[src/common/spwm_params.svh]
// Constants for the switch PWM and interval timer block
`ifndef SPWM_PARAMS_SVH
`define SPWM_PARAMS_SVH

// Clock and time bases
`define SPWM_CLK_NS 10
`define SPWM_PER200_NS 5000000
`define SPWM_PER400_NS 2500000
`define SPWM_TICK_US 100

// PWM resolution
`define SPWM_PWM_STEPS 1023
`define SPWM_DUTY_ZERO 10'h000
`define SPWM_DUTY_FULL 10'h3FF

// Register indices; byte address is four times the index
`define SPWM_IDX_CTRL 6'h1E
`define SPWM_IDX_FREQ 6'h22
`define SPWM_IDX_DHI 6'h23
`define SPWM_IDX_DLO 6'h24
`define SPWM_IDX_TMA 6'h25
`define SPWM_IDX_TMB 6'h26
`define SPWM_IDX_STAT 6'h30

// Field positions
`define SPWM_EN_BIT 7
`define SPWM_SRC_HI 6
`define SPWM_SRC_LO 4
`define SPWM_FREQ_BIT 7
`define SPWM_DHI_HI 1
`define SPWM_WID_HI 7
`define SPWM_WID_LO 4
`define SPWM_PER_HI 2

// Reset values
`define SPWM_RST_BYTE 8'h00
`define SPWM_RST_SRC 3'h0
`define SPWM_RST_DHI 2'h0
`define SPWM_RST_WID 4'h0
`define SPWM_RST_PER 3'h0

// On-width codes with fixed meaning
`define SPWM_WID_OFF 4'h0
`define SPWM_WID_ON 4'hF

// Microseconds to ticks of the timer base
`define SPWM_T(us) (15'((us) / `SPWM_TICK_US))

`endif

[src/common/spwm_pkg.sv]
// Types and decode functions for the switch PWM and interval timer block
`include "spwm_params.svh"

package spwm_pkg;

    // Bus handshake states, one-hot
    typedef enum logic [1:0] {
        ST_IDLE = 2'h1,
        ST_ACK = 2'h2
    } spwm_bus_e;

    // Switch drive sources
    typedef enum logic [2:0] {
        SRC_ONOFF = 3'h0,
        SRC_PWM_A = 3'h1,
        SRC_PWM_B = 3'h2,
        SRC_TIM_A = 3'h3,
        SRC_TIM_B = 3'h4,
        SRC_ALT = 3'h5
    } spwm_src_e;

    typedef struct packed {
        logic [14:0] cnt;
        logic on;
        logic hiz;
    } spwm_tim_s;

    // On-width code to ticks (printed figures in microseconds)
    function automatic logic [14:0] width_ticks(input logic [3:0] code);
        case (code)
            4'h1: width_ticks = `SPWM_T(100);
            4'h2: width_ticks = `SPWM_T(300);
            4'h3: width_ticks = `SPWM_T(500);
            4'h4: width_ticks = `SPWM_T(1000);
            4'h5: width_ticks = `SPWM_T(10000);
            4'h6: width_ticks = `SPWM_T(20000);
            4'h7: width_ticks = `SPWM_T(30000);
            4'h8: width_ticks = `SPWM_T(40000);
            4'h9: width_ticks = `SPWM_T(50000);
            4'hA: width_ticks = `SPWM_T(60000);
            4'hB: width_ticks = `SPWM_T(80000);
            4'hC: width_ticks = `SPWM_T(100000);
            4'hD: width_ticks = `SPWM_T(150000);
            4'hE: width_ticks = `SPWM_T(200000);
            default: width_ticks = 15'h0000;
        endcase
    endfunction

    // Period code to ticks
    function automatic logic [14:0] period_ticks(input logic [2:0] code);
        case (code)
            3'h0: period_ticks = `SPWM_T(10000);
            3'h1: period_ticks = `SPWM_T(20000);
            3'h2: period_ticks = `SPWM_T(50000);
            3'h3: period_ticks = `SPWM_T(100000);
            3'h4: period_ticks = `SPWM_T(200000);
            3'h5: period_ticks = `SPWM_T(500000);
            3'h6: period_ticks = `SPWM_T(1000000);
            default: period_ticks = `SPWM_T(2000000);
        endcase
    endfunction

endpackage

[src/hdl/spwm_interval_timer.sv]
// One interval timer: on-pulse at the start of each repeat period
`include "spwm_params.svh"
module spwm_interval_timer
    import spwm_pkg::*;
(
    input wire logic clk_i,
    input wire logic rst_i,
    input wire logic tick_i,
    input wire logic [3:0] width_i,
    input wire logic [2:0] period_i,
    output logic on_o,
    output logic hiz_o
);

    spwm_tim_s r;
    spwm_tim_s next_r;
    logic [14:0] per;
    logic [14:0] wid;

    // Period counter and pulse decode
    always_comb begin
        next_r = r;
        per = period_ticks(period_i);
        wid = width_ticks(width_i);
        // Wrap also when a shorter period was just written
        if (tick_i) begin
            if (r.cnt >= 15'(per - 15'h0001)) begin
                next_r.cnt = 15'h0000; // RL13
            end else begin
                next_r.cnt = 15'(r.cnt + 15'h0001);
            end
        end
        next_r.hiz = (width_i == `SPWM_WID_OFF); // RL6
        // Width above period simply stays on the whole period
        next_r.on = (width_i == `SPWM_WID_ON) ||
                    ((width_i != `SPWM_WID_OFF) && (r.cnt < wid)); // RL6 RL7 RL8 RL13
    end

    always_ff @(posedge clk_i) begin
        if (rst_i) begin
            r <= '0;
        end else begin
            r <= next_r;
        end
    end

    assign on_o = r.on;
    assign hiz_o = r.hiz;

endmodule

[src/hdl/spwm_top.sv]
// Switch drive generator: second PWM channel, two interval timers, APB registers
//
// What this block does, and what software must do
// RL1 - Second PWM duty is 2 upper bits in one register, 8 lower in next.
// RL2 - Duty code zero keeps the switch off the whole period.
// RL3 - Duty code all ones keeps the switch on the whole period.
// RL4 - Each duty step adds about one thousandth of the period on-time.
// RL5 - Software avoids tiny non-zero duty codes the switch cannot resolve.
// RL6 - Timer on-width code zero is high impedance, code fifteen fully on.
// RL7 - On-width codes 1 to 14 give 0.1 ms up to 200 ms ascending.
// RL8 - Period codes 0 to 7 give 10 ms up to 2000 ms.
// RL9 - Software keeps timer on-width no longer than its period.
// RL10 - Second timer has identical fields; its bit three reads zero.
// RL11 - Three-bit source select picks on/off, PWMs, timers or alternate input.
// RL12 - Second PWM runs at 200 Hz or 400 Hz by its frequency bit.
// RL13 - Timer turns switch on at period start for on-width, then off.
// RL14 - Reserved register bits read zero and ignore writes.
`include "spwm_params.svh"
module spwm_top
    import spwm_pkg::*;
#(
    parameter int unsigned TICK_CYCLES = `SPWM_TICK_US * 1000 / `SPWM_CLK_NS
)
(
    input wire logic CLK_I,
    input wire logic RST_I,
    input wire logic PSEL_I,
    input wire logic PENABLE_I,
    input wire logic PWRITE_I,
    input wire logic [7:0] PADDR_I,
    input wire logic [31:0] PWDATA_I,
    input wire logic PWM_A_I,
    input wire logic ALT_CTRL_I,
    output logic [31:0] PRDATA_O,
    output logic PREADY_O,
    output logic PSLVERR_O,
    output logic SWITCH_ON_O,
    output logic SWITCH_HIZ_O
);

    // Step lengths per duty count, rounded down
    localparam int unsigned STEP_200 =
        `SPWM_PER200_NS / (`SPWM_CLK_NS * `SPWM_PWM_STEPS);
    localparam int unsigned STEP_400 =
        `SPWM_PER400_NS / (`SPWM_CLK_NS * `SPWM_PWM_STEPS);
    localparam logic [9:0] STEP_LAST_200 = 10'(STEP_200 - 1);
    localparam logic [9:0] STEP_LAST_400 = 10'(STEP_400 - 1);
    localparam logic [9:0] POS_LAST = 10'(`SPWM_PWM_STEPS - 1);
    localparam logic [13:0] TICK_LAST = 14'(TICK_CYCLES - 1);

    typedef struct packed {
        spwm_bus_e st;
        logic pready;
        logic pslverr;
        logic [7:0] rdata;
        logic sw_en;
        logic [2:0] src;
        logic freq_b;
        logic [1:0] duty_hi;
        logic [7:0] duty_lo;
        logic [3:0] wid_a;
        logic [2:0] per_a;
        logic [3:0] wid_b;
        logic [2:0] per_b;
        logic [9:0] step_cnt;
        logic [9:0] pos;
        logic pwm_b;
        logic [13:0] tick_cnt;
        logic tick;
        logic alt_s1;
        logic alt_s2;
        logic alt_s3;
        logic alt;
        logic sw_on;
        logic sw_hiz;
    } spwm_top_s;

    spwm_top_s r;
    spwm_top_s next_r;

    logic tim_a_on;
    logic tim_a_hiz;
    logic tim_b_on;
    logic tim_b_hiz;
    logic [5:0] idx;
    logic hit;
    logic [7:0] rd_val;
    logic [9:0] duty;
    logic [9:0] step_last;

    // Both timers share the 0.1 ms tick
    spwm_interval_timer u_timer_a (
        .clk_i(CLK_I),
        .rst_i(RST_I),
        .tick_i(r.tick),
        .width_i(r.wid_a),
        .period_i(r.per_a),
        .on_o(tim_a_on),
        .hiz_o(tim_a_hiz)
    );

    spwm_interval_timer u_timer_b (
        .clk_i(CLK_I),
        .rst_i(RST_I),
        .tick_i(r.tick),
        .width_i(r.wid_b), // RL10
        .period_i(r.per_b), // RL10
        .on_o(tim_b_on),
        .hiz_o(tim_b_hiz)
    );

    // Address decode and read mux; spare bits return zero
    always_comb begin
        idx = PADDR_I[7:2];
        hit = (PADDR_I[1:0] == 2'h0);
        rd_val = `SPWM_RST_BYTE;
        case (idx)
            `SPWM_IDX_CTRL: begin
                rd_val[`SPWM_EN_BIT] = r.sw_en;
                rd_val[`SPWM_SRC_HI:`SPWM_SRC_LO] = r.src; // RL14
            end
            `SPWM_IDX_FREQ: begin
                rd_val[`SPWM_FREQ_BIT] = r.freq_b;
            end
            `SPWM_IDX_DHI: begin
                rd_val[`SPWM_DHI_HI:0] = r.duty_hi; // RL14
            end
            `SPWM_IDX_DLO: begin
                rd_val = r.duty_lo;
            end
            `SPWM_IDX_TMA: begin
                rd_val[`SPWM_WID_HI:`SPWM_WID_LO] = r.wid_a;
                rd_val[`SPWM_PER_HI:0] = r.per_a; // RL14
            end
            `SPWM_IDX_TMB: begin
                rd_val[`SPWM_WID_HI:`SPWM_WID_LO] = r.wid_b;
                rd_val[`SPWM_PER_HI:0] = r.per_b; // RL10
            end
            `SPWM_IDX_STAT: begin
                rd_val[0] = r.sw_on;
                rd_val[1] = r.sw_hiz;
                rd_val[2] = r.pwm_b;
                rd_val[3] = tim_a_on;
                rd_val[4] = tim_b_on;
            end
            default: begin
                hit = 1'b0;
            end
        endcase
    end

    // Main next-state logic
    always_comb begin
        next_r = r;
        duty = {r.duty_hi, r.duty_lo}; // RL1
        step_last = r.freq_b ? STEP_LAST_400 : STEP_LAST_200; // RL12

        // APB: one wait-free access cycle; write lands at completion edge
        case (r.st)
            ST_IDLE: begin
                if (PSEL_I && !PENABLE_I) begin
                    next_r.st = ST_ACK;
                    next_r.pready = 1'b1;
                    next_r.pslverr = !hit;
                    // Refused reads answer zero, never the decoded register
                    next_r.rdata = (PWRITE_I || !hit) ? `SPWM_RST_BYTE : rd_val; // RL14
                end
            end
            ST_ACK: begin
                next_r.st = ST_IDLE;
                next_r.pready = 1'b0;
                next_r.pslverr = 1'b0;
                next_r.rdata = `SPWM_RST_BYTE;
                if (PSEL_I && PENABLE_I && PWRITE_I && hit) begin
                    case (idx)
                        `SPWM_IDX_CTRL: begin
                            next_r.sw_en = PWDATA_I[`SPWM_EN_BIT];
                            next_r.src = PWDATA_I[`SPWM_SRC_HI:`SPWM_SRC_LO]; // RL11
                        end
                        `SPWM_IDX_FREQ: begin
                            next_r.freq_b = PWDATA_I[`SPWM_FREQ_BIT]; // RL12
                        end
                        `SPWM_IDX_DHI: begin
                            next_r.duty_hi = PWDATA_I[`SPWM_DHI_HI:0]; // RL1 RL14
                        end
                        `SPWM_IDX_DLO: begin
                            next_r.duty_lo = PWDATA_I[7:0]; // RL1
                        end
                        `SPWM_IDX_TMA: begin
                            next_r.wid_a = PWDATA_I[`SPWM_WID_HI:`SPWM_WID_LO]; // RL6
                            next_r.per_a = PWDATA_I[`SPWM_PER_HI:0]; // RL8
                        end
                        `SPWM_IDX_TMB: begin
                            next_r.wid_b = PWDATA_I[`SPWM_WID_HI:`SPWM_WID_LO]; // RL10
                            next_r.per_b = PWDATA_I[`SPWM_PER_HI:0]; // RL10
                        end
                        default: begin
                            next_r.sw_en = r.sw_en;
                        end
                    endcase
                end
            end
            default: begin
                next_r.st = ST_IDLE;
                next_r.pready = 1'b0;
                next_r.pslverr = 1'b0;
            end
        endcase

        // PWM step divider; 1023 positions so each code is ~0.1 %
        if (r.step_cnt >= step_last) begin
            next_r.step_cnt = 10'h000;
            if (r.pos >= POS_LAST) begin
                next_r.pos = 10'h000;
            end else begin
                next_r.pos = 10'(r.pos + 10'h001); // RL4
            end
        end else begin
            next_r.step_cnt = 10'(r.step_cnt + 10'h001);
        end

        // Compare; codes too small for the switch still pass through as is
        if (duty == `SPWM_DUTY_ZERO) begin
            next_r.pwm_b = 1'b0; // RL2
        end else if (duty == `SPWM_DUTY_FULL) begin
            next_r.pwm_b = 1'b1; // RL3
        end else begin
            next_r.pwm_b = (r.pos < duty); // RL4
        end

        // Timer base tick, one cycle every 0.1 ms
        next_r.tick = 1'b0;
        if (r.tick_cnt >= TICK_LAST) begin
            next_r.tick_cnt = 14'h0000;
            next_r.tick = 1'b1;
        end else begin
            next_r.tick_cnt = 14'(r.tick_cnt + 14'h0001);
        end

        // Alternate control pin: take a change once stages two and three agree
        next_r.alt_s1 = ALT_CTRL_I;
        next_r.alt_s2 = r.alt_s1;
        next_r.alt_s3 = r.alt_s2;
        if (r.alt_s2 == r.alt_s3) begin
            next_r.alt = r.alt_s3;
        end

        // Switch source mux; disabled switch floats
        next_r.sw_on = 1'b0;
        next_r.sw_hiz = 1'b0;
        if (!r.sw_en) begin
            next_r.sw_hiz = 1'b1;
        end else begin
            case (r.src)
                SRC_ONOFF: next_r.sw_on = 1'b1; // RL11
                SRC_PWM_A: next_r.sw_on = PWM_A_I; // RL11
                SRC_PWM_B: next_r.sw_on = r.pwm_b; // RL11
                SRC_TIM_A: begin
                    next_r.sw_on = tim_a_on; // RL11
                    next_r.sw_hiz = tim_a_hiz; // RL6
                end
                SRC_TIM_B: begin
                    next_r.sw_on = tim_b_on; // RL11
                    next_r.sw_hiz = tim_b_hiz; // RL10
                end
                SRC_ALT: next_r.sw_on = r.alt; // RL11
                default: next_r.sw_on = 1'b0; // RL11
            endcase
        end
    end

    // State register
    always_ff @(posedge CLK_I) begin
        if (RST_I) begin
            r <= '0;
            r.st <= ST_IDLE;
            r.src <= `SPWM_RST_SRC;
            r.duty_hi <= `SPWM_RST_DHI;
            r.duty_lo <= `SPWM_RST_BYTE;
            r.wid_a <= `SPWM_RST_WID;
            r.per_a <= `SPWM_RST_PER;
            r.wid_b <= `SPWM_RST_WID;
            r.per_b <= `SPWM_RST_PER;
            r.sw_hiz <= 1'b1;
        end else begin
            r <= next_r;
        end
    end

    // Outputs straight from flops; upper read bits are constant zero
    assign PRDATA_O = {24'h000000, r.rdata};
    assign PREADY_O = r.pready;
    assign PSLVERR_O = r.pslverr;
    assign SWITCH_ON_O = r.sw_on;
    assign SWITCH_HIZ_O = r.sw_hiz;

endmodule

[config.mk]
export PLATFORM = sky130hd
export DESIGN_NAME = spwm_top
export DESIGN_NICKNAME = d
export VERILOG_FILES = /design/src/common/spwm_pkg.sv /design/src/hdl/spwm_interval_timer.sv /design/src/hdl/spwm_top.sv
export VERILOG_INCLUDE_DIRS = /design/src /design/src/common
export SDC_FILE = /design/constraint.sdc
export NUM_CORES = 1
export LEC_CHECK = 0
export BUFFER_PORTS_ARGS = -buffer_cell sky130_fd_sc_hd__buf_2
export CAP_MARGIN = 20
export CORE_ASPECT_RATIO = 0.75
export CORE_MARGIN = 1
export CORE_UTILIZATION = 60
export CTS_CLUSTER_DIAMETER = 150
export CTS_CLUSTER_SIZE = 12
export DETAILED_ROUTE_END_ITERATION = 8
export PLACE_DENSITY = 0.78
export SKIP_LAST_GASP = 1
export SLEW_MARGIN = 30
export SYNTH_ARGS = -nofsm -noshare
export SYNTH_HDL_FRONTEND = slang
export SYNTH_SLANG_ARGS = --single-unit
[constraint.sdc]
create_clock -name CLK_I -period 3.5 [get_ports CLK_I]
set_input_delay 0 -clock CLK_I [delete_from_list [all_inputs] [get_ports CLK_I]]
set_output_delay 0 -clock CLK_I [all_outputs]
set_load 0.02 [all_outputs]
==> results of run 1 <==
## kinds of logic (layout without fill, tap and decap cells)
logic type	count (synthesis)	after routing	share of synthesized area
XOR/XNOR	51	51	0.0549
multiplexers	34	34	0.0461
AO/OA/AOI/OAI	159	159	0.134
other	1	24	0.000461
AND/OR/NAND/NOR	371	371	0.228
buffers and inverters	122	145	0.0729
flip-flops	138	138	0.340
adder cells (fa/ha/maj)	81	81	0.125
## final cells by class
class | instances | area [um^2] | share of cell area
inverter | 55 | 206 | 0.0229
multi-input combinational | 720 | 4870 | 0.541
clock inverter | 13 | 116 | 0.0129
timing repair buffer | 58 | 378 | 0.0420
tap | 171 | 214 | 0.0238
sequential | 138 | 2760 | 0.307
clock buffer | 19 | 453 | 0.0503
## per-stage QoR
stage / area (um^2) / power (mW) / util
after floorplan: 8220 / 1.78 / -
after global placement: 8320 / 1.80 / 0.635
after detailed placement: 8320 / 1.80 / 0.635
after CTS: 9000 / 3.52 / 0.686
after global routing: 9000 / 3.62 / 0.686
final: 9000 / 3.50 / 0.686
## state kept, by name (all words and copies together) (netlist names), 2 cells and up
register and flops:
r 59, u_timer_a.r 15, u_timer_b.r 15, u_timer_a.wid 11
u_timer_b.wid 11, duty 10, PRDATA_O 8, next_r 2
## power by group
group	internal [mW]	switching, mW
combinational	0.0634	0.115
sequential	1.59	0.0196
clock	1.02	0.700
## worst min-delay path, delay by kind of cell
kind,cells,cell delay [ps]
compound gates,1,130
buf+inv,1,170
simple gates,3,190
## metal layers
| layer | up-vias | wire length (um) |
|---|---|---|
| li1 | 3366 | - |
| met1 | 3162 | 9200 |
| met2 | 229 | 7450 |
| met3 | 21 | 1170 |
| met4 | 0 | 200 |
| met5 | - | 0 |
## cell usage after synthesis, types with 5 or more instances
cell type  instances  area (um^2)
nor2b_1           18          113
nand3_1           35          175
a31oi_1            6         37.5
ha_1              81         1010
o21ai_0           22          110
xor2_1            33          289
nor2_1           131          492
nor4_1            10         62.6
nand2b_1          14         87.6
nor3_1            16         80.1
nand3b_1           5         37.5
a22oi_1            8         60.1
a21oi_1           45          225
and2_1             5         31.3
buf_2              6         30.0
and3_1            15         93.8
nand2_1           69          259
inv_1             53          199
buf_4             34          255
o21a_1             5         37.5
or2_2              6         37.5
xnor2_1           18          158
dfxtp_1          138         2760
clkbuf_1          25         93.8
a222oi_1           6         60.1
mux2i_1           27          270
a21o_1            20          150
nand4_1           20          125
nor3b_1            6         45.0
a211oi_1          10         75.1
## worst paths after layout
kind                          end  depth (start not counted)  slack [ps]       start
setup / recovery  u_timer_a.r[11]                          9         560       r[51]
hold / removal        PRDATA_O[5]                          5         120  PADDR_I[4]
setup reg to reg  u_timer_a.r[11]                          9         560       r[51]
hold reg to reg         next_r[3]                          1         440   next_r[4]
==> results.py, run 1 <==
metrics = {
    "final_layout": {
        "final_common_cell": "dfxtp_1",
        "layout_common_cells": "138 x dfxtp_1, 131 x nor2_1, 81 x ha_1",
        "drive_gt1_frac": 0.0987,
        "num_antenna_cells": 0,
        "nets": 1118,
        "fillers": 1053,
        "stdcell_count": 1174,
        "syn_to_final_growth_pct": 10.6,
    },
    "drt": {
        "num_vias": 6778,
        "wl_per_cell_um": 15.3,
        "drc": 0,
        "routed_wl_um": 18000,
        "drtAntennaViolNets": 0,
        "vias_per_cell": 5.77,
        "first_pass_iters": 8,
        "drtIter0Drc": 515,
    },
    "cts": {
        "insertion_delay_ps": 420,
        "cts_buffers": 17,
        "clk_pin_slew_worst_paths_ps": 60,
        "cts_sinks": 138,
        "ctsHoldBuffers": 11,
        "cts.htree.levels": 4,
        "clock_path_buffers": 2,
        "ctsResizeCount": 0,
        "tritoncts": "done",
        "post_cts_buffers": 0,
        "cts-root-buf": "clkbuf_16",
    },
    "global_route": {
        "first_global_vias": 6102,
        "grt_pass1_wl_um": 29900,
        "grt_max_degree": 48,
        "antenna_found_initial": 0,
        "grtUsageTotal": 0.274,
        "globalRoute.busiestLayer": "met2",
        "met2_usage": 0.404,
        "met3_usage": 0.0605,
        "grt_overflow": 0,
        "grtUsageMet1": 0.397,
    },
    "logic_synthesis": {
        "synth_area_per_cell_um2": 8.50,
        "synth_flop_cell": "dfxtp_1",
        "yosysWarningCount": 0,
        "yosys_register_bits": 138,
        "syn-cell-area_um2": 8140,
        "synth_seq_area_share": 0.340,
        "postSynthCellCount": 957,
        "synth_edf_count": 0,
        "synthArstFlopShare": 0,
        "ys_types": 75,
    },
    "floorplanning": {
        "num_rows": 36,
        "pin_count": 83,
        "die_height_um": 103,
        "die_width_um": 136,
        "core_area_um2": 13100,
        "start_util": 0.621,
        "die_area_um2": 14000,
    },
    "place": {
        "place_congestion": 0.889,
        "dp_slack_ps": 576,
        "io_buffer_count": 34,
        "dpl.hpwl_um": 13100,
        "place_inst": 1131,
    },
    "outcome": {
        "outcome": "finished, final reports clean",
    },
    "pwr": {
        "peakVddDrop_uv": 629,
        "p_leak_nw": 3.74,
        "power_density_nw_per_um2": 389,
    },
    "critical_path": {
        "startpoint_type": "register",
        "cp-end-kind": "register",
        "crit_path_max_fanout": 13,
        "cp_data_required_time_ps": 3760,
        "slowest_stage": "o21bai_1",
        "worstPathCellList": "nand2_1 > or2_2 > ha_1 > nand4_1 > nor2_1 > o21ai_0 > o221a_2 > o21bai_1 > nor2_1",
        "cp_common_cell": "nor2_1",
        "path_buf_inv": 0,
        "crit_type": "reg -> reg",
        "critPathArrivalTime_ps": 3200,
        "cp_top_family": "compound AO/OA/AOI/OAI gates",
        "critPathMaxStageDelay_ps": 720,
    },
    "sta": {
        "fin_crit_sh": 0.841,
        "slew-limit-headroom": 0.349,
        "finalSetupTns_ps": 0,
        "final-max-slew-violation-count": 0,
        "fin_hold_ws_ps": 117,
        "finalClockSkew_ps": 9.87,
        "tightestPinTransition_ps": 974,
        "setup_ws_ps": 557,
        "grt_setup_unrepaired": "false",
        "setup_viol": 0,
        "fmax_mhz": 340,
        "min_period_ps": 2940,
        "hold_viol": 0,
    },
    "hold_path": {
        "worstHoldPathType": "in -> reg",
    },
    "run": {
        "maxCapViolations": 0,
    },
}
(Power assumes the default switching activity.)
==> inputs of run 2 (changes only) <==
--- a/config.mk
+++ b/config.mk
@@ -10,11 +10,11 @@
 export CAP_MARGIN = 20
 export CORE_ASPECT_RATIO = 0.75
 export CORE_MARGIN = 1
-export CORE_UTILIZATION = 60
+export CORE_UTILIZATION = 54
 export CTS_CLUSTER_DIAMETER = 150
 export CTS_CLUSTER_SIZE = 12
 export DETAILED_ROUTE_END_ITERATION = 8
-export PLACE_DENSITY = 0.78
+export PLACE_DENSITY = 0.74
 export SKIP_LAST_GASP = 1
 export SLEW_MARGIN = 30
 export SYNTH_ARGS = -nofsm -noshare
==> constraint.sdc (replaced) <==
create_clock -name CLK_I -period 2.4 [get_ports CLK_I]
set_input_delay 0 -clock CLK_I [delete_from_list [all_inputs] [get_ports CLK_I]]
set_output_delay 0 -clock CLK_I [all_outputs]
set_load 0.02 [all_outputs]
==> run 2 against run 1 <==
- cell count increased by 5.7%
- non-clock buffer count up 36
- die area increased by 11%
- count of clock-buffer cells in the layout stayed put
- clock power up 72%
- highest routed layer unchanged
==> results.py, run 2 (same netlist as run 1, synthesis figures left out) <==
metrics = {
    "critical_path": {
        "critPathLaunch": "r[82]",
        "crit_type": "reg -> reg",
        "critPathArrivalTime_ps": 2570,
        "startpoint_type": "register",
        "rrSetupSlack_ps": 150,
        "cp-end-kind": "register",
        "cp_data_required_time_ps": 2720,
        "r2r_end": "u_timer_b.wid[3]",
        "cp-endpoint": "u_timer_b.wid[3]",
        "ff2ff_path_depth": 8,
        "timing.rr.start": "r[82]",
        "crit_path_max_fanout": 11,
    },
    "place": {
        "dp_slack_ps": -33.2,
        "place_congestion": 0.914,
        "postPlaceCellArea_um2": 8670,
        "place_inst": 1194,
        "io_buffer_count": 34,
        "dpl.hpwl_um": 13700,
    },
    "drt": {
        "drtIter0Drc": 617,
        "drtAntennaViolNets": 0,
        "first_pass_iters": 6,
        "drc": 0,
        "num_vias": 6873,
        "vias_per_cell": 5.54,
        "routed_wl_um": 18900,
        "wl_per_cell_um": 15.3,
    },
    "global_route": {
        "grtUsageTotal": 0.260,
        "first_global_vias": 6319,
        "grt_overflow": 0,
        "antenna_found_initial": 1,
        "grt_max_degree": 31,
        "grt_pass1_wl_um": 31400,
    },
    "hold_path": {
        "whs_path_depth": 5,
        "hp-start": "PADDR_I[7]",
        "worstHoldPathType": "in -> reg",
    },
    "cts": {
        "cts-root-buf": "clkbuf_16",
        "cts_sinks": 138,
        "cts_buffers": 17,
        "clock_path_buffers": 2,
        "tritoncts": "done",
        "cts.htree.levels": 4,
        "insertion_delay_ps": 430,
        "clk_pin_slew_worst_paths_ps": 60,
    },
    "final_layout": {
        "drive_gt1_frac": 0.153,
        "reg_top3": "r: 59 flops, u_timer_a.r: 15 flops, u_timer_b.r: 15 flops",
        "nets": 1155,
        "syn_to_final_growth_pct": 17.3,
        "largest_register": "r",
        "fillers": 1204,
        "final_common_cell": "dfxtp_1",
        "largest_reg_flops": 59,
        "stdcell_count": 1241,
        "layout_common_cells": "133 x dfxtp_1, 128 x nor2_1, 77 x ha_1",
        "final_area_um2": 9540,
    },
    "sta": {
        "hold_viol": 0,
        "setup_viol": 0,
        "slew-limit-headroom": 0.632,
        "finalSetupTns_ps": 0,
        "grt_setup_unrepaired": "true",
        "tightestPinTransition_ps": 547,
        "fin_crit_sh": 0.938,
        "finalClockSkew_ps": 7.67,
        "final-max-slew-violation-count": 0,
        "fmax_mhz": 444,
        "min_period_ps": 2250,
        "setup_ws_ps": 149,
    },
    "floorplanning": {
        "start_util": 0.557,
        "die_area_um2": 15600,
        "pin_count": 83,
        "die_height_um": 108,
        "die_width_um": 144,
        "num_rows": 38,
        "core_area_um2": 14600,
    },
    "pwr": {
        "totalPowerFinal_mw": 5.59,
        "peakVddDrop_uv": 425,
        "p_leak_nw": 3.98,
        "power_density_nw_per_um2": 585,
    },
    "run": {
        "maxCapViolations": 0,
    },
    "outcome": {
        "outcome": "finished, final reports clean",
    },
}
[run 2: changes by cell type in the layout (fill, tap and decap cells not counted), sizes merged]
cell,previous run,this run
dlygate4sd3,11,13
bufinv,1,5
o21bai,2,3
clkinv,6,3
diode,0,1
inv,58,57
buf,47,81
[run 2: worst min path at each step]
stage	slack [ps]	to
final	130	PRDATA_O[1]
after global routing	140	PRDATA_O[0]
after CTS	100	PRDATA_O[1]
after detailed placement	230	next_r[4]
after global placement	210	next_r[4]
after floorplan	130	next_r[4]
[run 2: final cells by class]
| class | instances | area (um^2) | area share |
|---|---|---|---|
| Antenna cell | 1 | 2.50 | 0.000262 |
| Clock buffer | 19 | 453 | 0.0475 |
| Clock inverter | 13 | 213 | 0.0223 |
| Inverter | 55 | 206 | 0.0216 |
| Multi-Input combinational cell | 721 | 5000 | 0.524 |
| Sequential cell | 138 | 2770 | 0.290 |
| Tap cell | 200 | 250 | 0.0262 |
| Timing Repair Buffer | 94 | 653 | 0.0684 |
[run 2: routing by layer]
metal	track usage	part of all wire	up-vias
met1	0.366	0.49	3161
met2	0.371	0.42	239
met4	0.103	0.016	0
li1	-	-	3446
met5	0	0	-
met3	0.0748	0.072	27
[run 2: report_power, final]
group	internal [mW]	total, mW	switching [mW]
combinational	0.112	0.296	0.184
clock	1.91	2.95	1.05
sequential	2.31	2.34	0.0239
total	4.33	5.59	1.25
[run 2: worst max-delay path: stages, from the launching register on]
cell and delay, ps:
dfxtp_2 340, nor2b_1 170, and4_4 320, and3_1 250
buf_4 230, mux2_4 350, inv_1 170, nor2_1 100
a32o_1 200
[run 2: timing repair]
action / CTS / global route
hold buffers: 13 / 0
endpoints found under the hold margin: 26 / 0
setup buffers: 0 / 0
cloned: 0 / 1
setup endpoints to repair: 12 / 41
pin swaps: 0 / 12
resized for setup: 1 / 17
[run 2: metrics by stage]
step	hold WS [ps]	utilization
2_1_floorplan	128	-
3_3_place_gp	213	0.594
3_5_place_dp	226	0.594
4_1_cts	96.3	0.649
5_1_grt	142	0.654
6_report	131	0.654
==> inputs of run 3 (changes only) <==
--- a/config.mk
+++ b/config.mk
@@ -10,11 +10,11 @@
 export CAP_MARGIN = 20
 export CORE_ASPECT_RATIO = 0.75
 export CORE_MARGIN = 1
-export CORE_UTILIZATION = 54
+export CORE_UTILIZATION = 60
 export CTS_CLUSTER_DIAMETER = 150
 export CTS_CLUSTER_SIZE = 12
 export DETAILED_ROUTE_END_ITERATION = 8
-export PLACE_DENSITY = 0.74
+export PLACE_DENSITY = 0.78
 export SKIP_LAST_GASP = 1
 export SLEW_MARGIN = 30
 export SYNTH_ARGS = -nofsm -noshare
==> constraint.sdc (replaced) <==
create_clock -name CLK_I -period 2.65 [get_ports CLK_I]
set_input_delay 0 -clock CLK_I [delete_from_list [all_inputs] [get_ports CLK_I]]
set_output_delay 0 -clock CLK_I [all_outputs]
set_load 0.02 [all_outputs]
==> run 3 against run 2 <==
- hold slack got worse by 33 ps
- first-iteration DRC count grew 13%
- die area decreased by 9.8%
- sequential cell count did not move
- sequential power is 9.4% lower
- largest power group unchanged
==> results.py, run 3 (same netlist as run 1, synthesis figures left out) <==
metrics = {
    "outcome": {
        "outcome": "finished, final reports clean",
    },
    "sta": {
        "min_period_ps": 2490,
        "final-max-slew-violation-count": 0,
        "slew-limit-headroom": 0.474,
        "setup_viol": 0,
        "grt_setup_unrepaired": "false",
        "tightestPinTransition_ps": 787,
        "hold_viol": 0,
        "setup_ws_ps": 161,
        "finalClockSkew_ps": 11.4,
        "fin_crit_sh": 0.939,
        "finalSetupTns_ps": 0,
        "fmax_mhz": 402,
    },
    "floorplanning": {
        "num_rows": 36,
        "pin_count": 83,
        "die_area_um2": 14000,
        "die_width_um": 136,
        "start_util": 0.621,
        "die_height_um": 103,
        "core_area_um2": 13100,
    },
    "cts": {
        "post_cts_buffers": 0,
        "clock_path_buffers": 2,
        "cts_sinks": 138,
        "cts.htree.levels": 4,
        "cts_buffers": 17,
        "clk_pin_slew_worst_paths_ps": 60,
        "tritoncts": "done",
        "cts-root-buf": "clkbuf_16",
        "insertion_delay_ps": 420,
    },
    "pwr": {
        "p_leak_nw": 3.89,
        "power_density_nw_per_um2": 511,
        "peakVddDrop_uv": 618,
    },
    "global_route": {
        "antenna_found_initial": 1,
        "grt_max_degree": 34,
        "grtUsageTotal": 0.279,
        "first_global_vias": 6106,
        "grt_overflow": 0,
        "grt_pass1_wl_um": 30200,
    },
    "run": {
        "maxCapViolations": 0,
    },
    "critical_path": {
        "critPathMaxStageDelay_ps": 360,
        "cp-end-kind": "register",
        "rrSetupSlack_ps": 160,
        "worstPathCellList": "nor2b_1 > and4_2 > and3_2 > nand2_1 > a21oi_2 > ha_2 > nand2b_1 > mux2i_1 > a311oi_1 > o32ai_1",
        "cp_top_family": "simple AND/OR/NAND/NOR gates",
        "path_buf_inv": 0,
        "cp_data_required_time_ps": 2920,
        "critPathArrivalTime_ps": 2760,
        "slowest_stage": "dfxtp_1",
        "crit_type": "reg -> reg",
        "startpoint_type": "register",
        "crit_path_max_fanout": 6,
    },
    "drt": {
        "first_pass_iters": 6,
        "routed_wl_um": 18600,
        "drtAntennaViolNets": 0,
        "drtIter0Drc": 696,
        "num_vias": 6804,
        "drc": 0,
        "vias_per_cell": 5.67,
        "wl_per_cell_um": 15.5,
    },
    "final_layout": {
        "stdcell_count": 1200,
        "largest_register": "r",
        "largest_reg_flops": 59,
        "drive_gt1_frac": 0.125,
        "final_common_cell": "dfxtp_1",
        "nets": 1144,
        "layout_common_cells": "138 x dfxtp_1, 131 x nor2_1, 80 x ha_1",
        "syn_to_final_growth_pct": 13.4,
        "reg_top3": "r: 59 flops, u_timer_a.r: 15 flops, u_timer_b.r: 15 flops",
    },
    "place": {
        "dpl.hpwl_um": 13700,
        "place_congestion": 0.876,
        "place_inst": 1157,
        "io_buffer_count": 34,
        "dp_slack_ps": -59.5,
    },
    "hold_path": {
        "worstHoldPathType": "in -> reg",
    },
}
==> run 3: changes by cell type in the layout (fill, tap and decap cells not counted), sizes merged <==
cell         previous run  this run
dlygate4sd3            13        11
clkinvlp                3         0
clkbuf                 19        20
bufinv                  5         2
o21bai                  3         2
clkinv                  3         9
buf                    81        73
inv                    57        55
==> run 3: path summary, 6_finish.rpt <==
check / depth (start not counted) / to / from
hold / removal: 2 / r[68] / RST_I
setup reg to reg: 10 / u_timer_a.wid[8] / r[82]
hold reg to reg: 1 / r[7] / r[7]
setup / recovery: 10 / u_timer_a.wid[8] / r[82]
==> run 3: layout make-up <==
type                            count  area (um^2)
Multi-Input combinational cell    720         4880
Fill cell                         973         3880
Sequential cell                   138         2760
Timing Repair Buffer               84          573
Clock buffer                       20          467
Tap cell                          171          214
Inverter                           55          206
Clock inverter                     11          120
Antenna cell                        1         2.50
==> run 3: metal layers <==
layer	vias up	part of all wire	global-route usage
met5	-	0	0
met4	0	0.011	0.103
met3	17	0.066	0.0639
met2	250	0.42	0.407
met1	3108	0.50	0.398
li1	3429	-	-
==> run 3: timing repair <==
action,CTS,global route
endpoints found under the hold margin,26,0
hold buffers,11,0
gates resized for setup,1,4
endpoints found under the setup margin,13,12
==> run 3: metrics by stage <==
step                       util  instance area [um^2]  total power [mW]  hold WS, ps
after detailed placement  0.649                  8510              2.39          221
final                     0.704                  9230              4.72         98.2
after floorplan               -                  8220              2.35          128
after global routing      0.704                  9220              4.86          120
after global placement    0.649                  8510              2.39          212
after CTS                 0.703                  9210              4.73         88.6
==> run 3: report_power, final <==
group,total (mW),internal [mW],leakage [nW],switching [mW]
combinational,0.252,0.0933,2.48,0.159
clock,2.35,1.45,0.296,0.895
sequential,2.12,2.10,1.11,0.0216
total,4.72,3.64,3.89,1.08
==> run 3: worst register-to-register path: cells and delay by family, from the launching register on <==
kind / cells / cell delay [ps]
compound gates: 3 / 600
fa+ha+maj: 1 / 270
flops: 1 / 360
mux: 1 / 90
simple gates: 5 / 1010
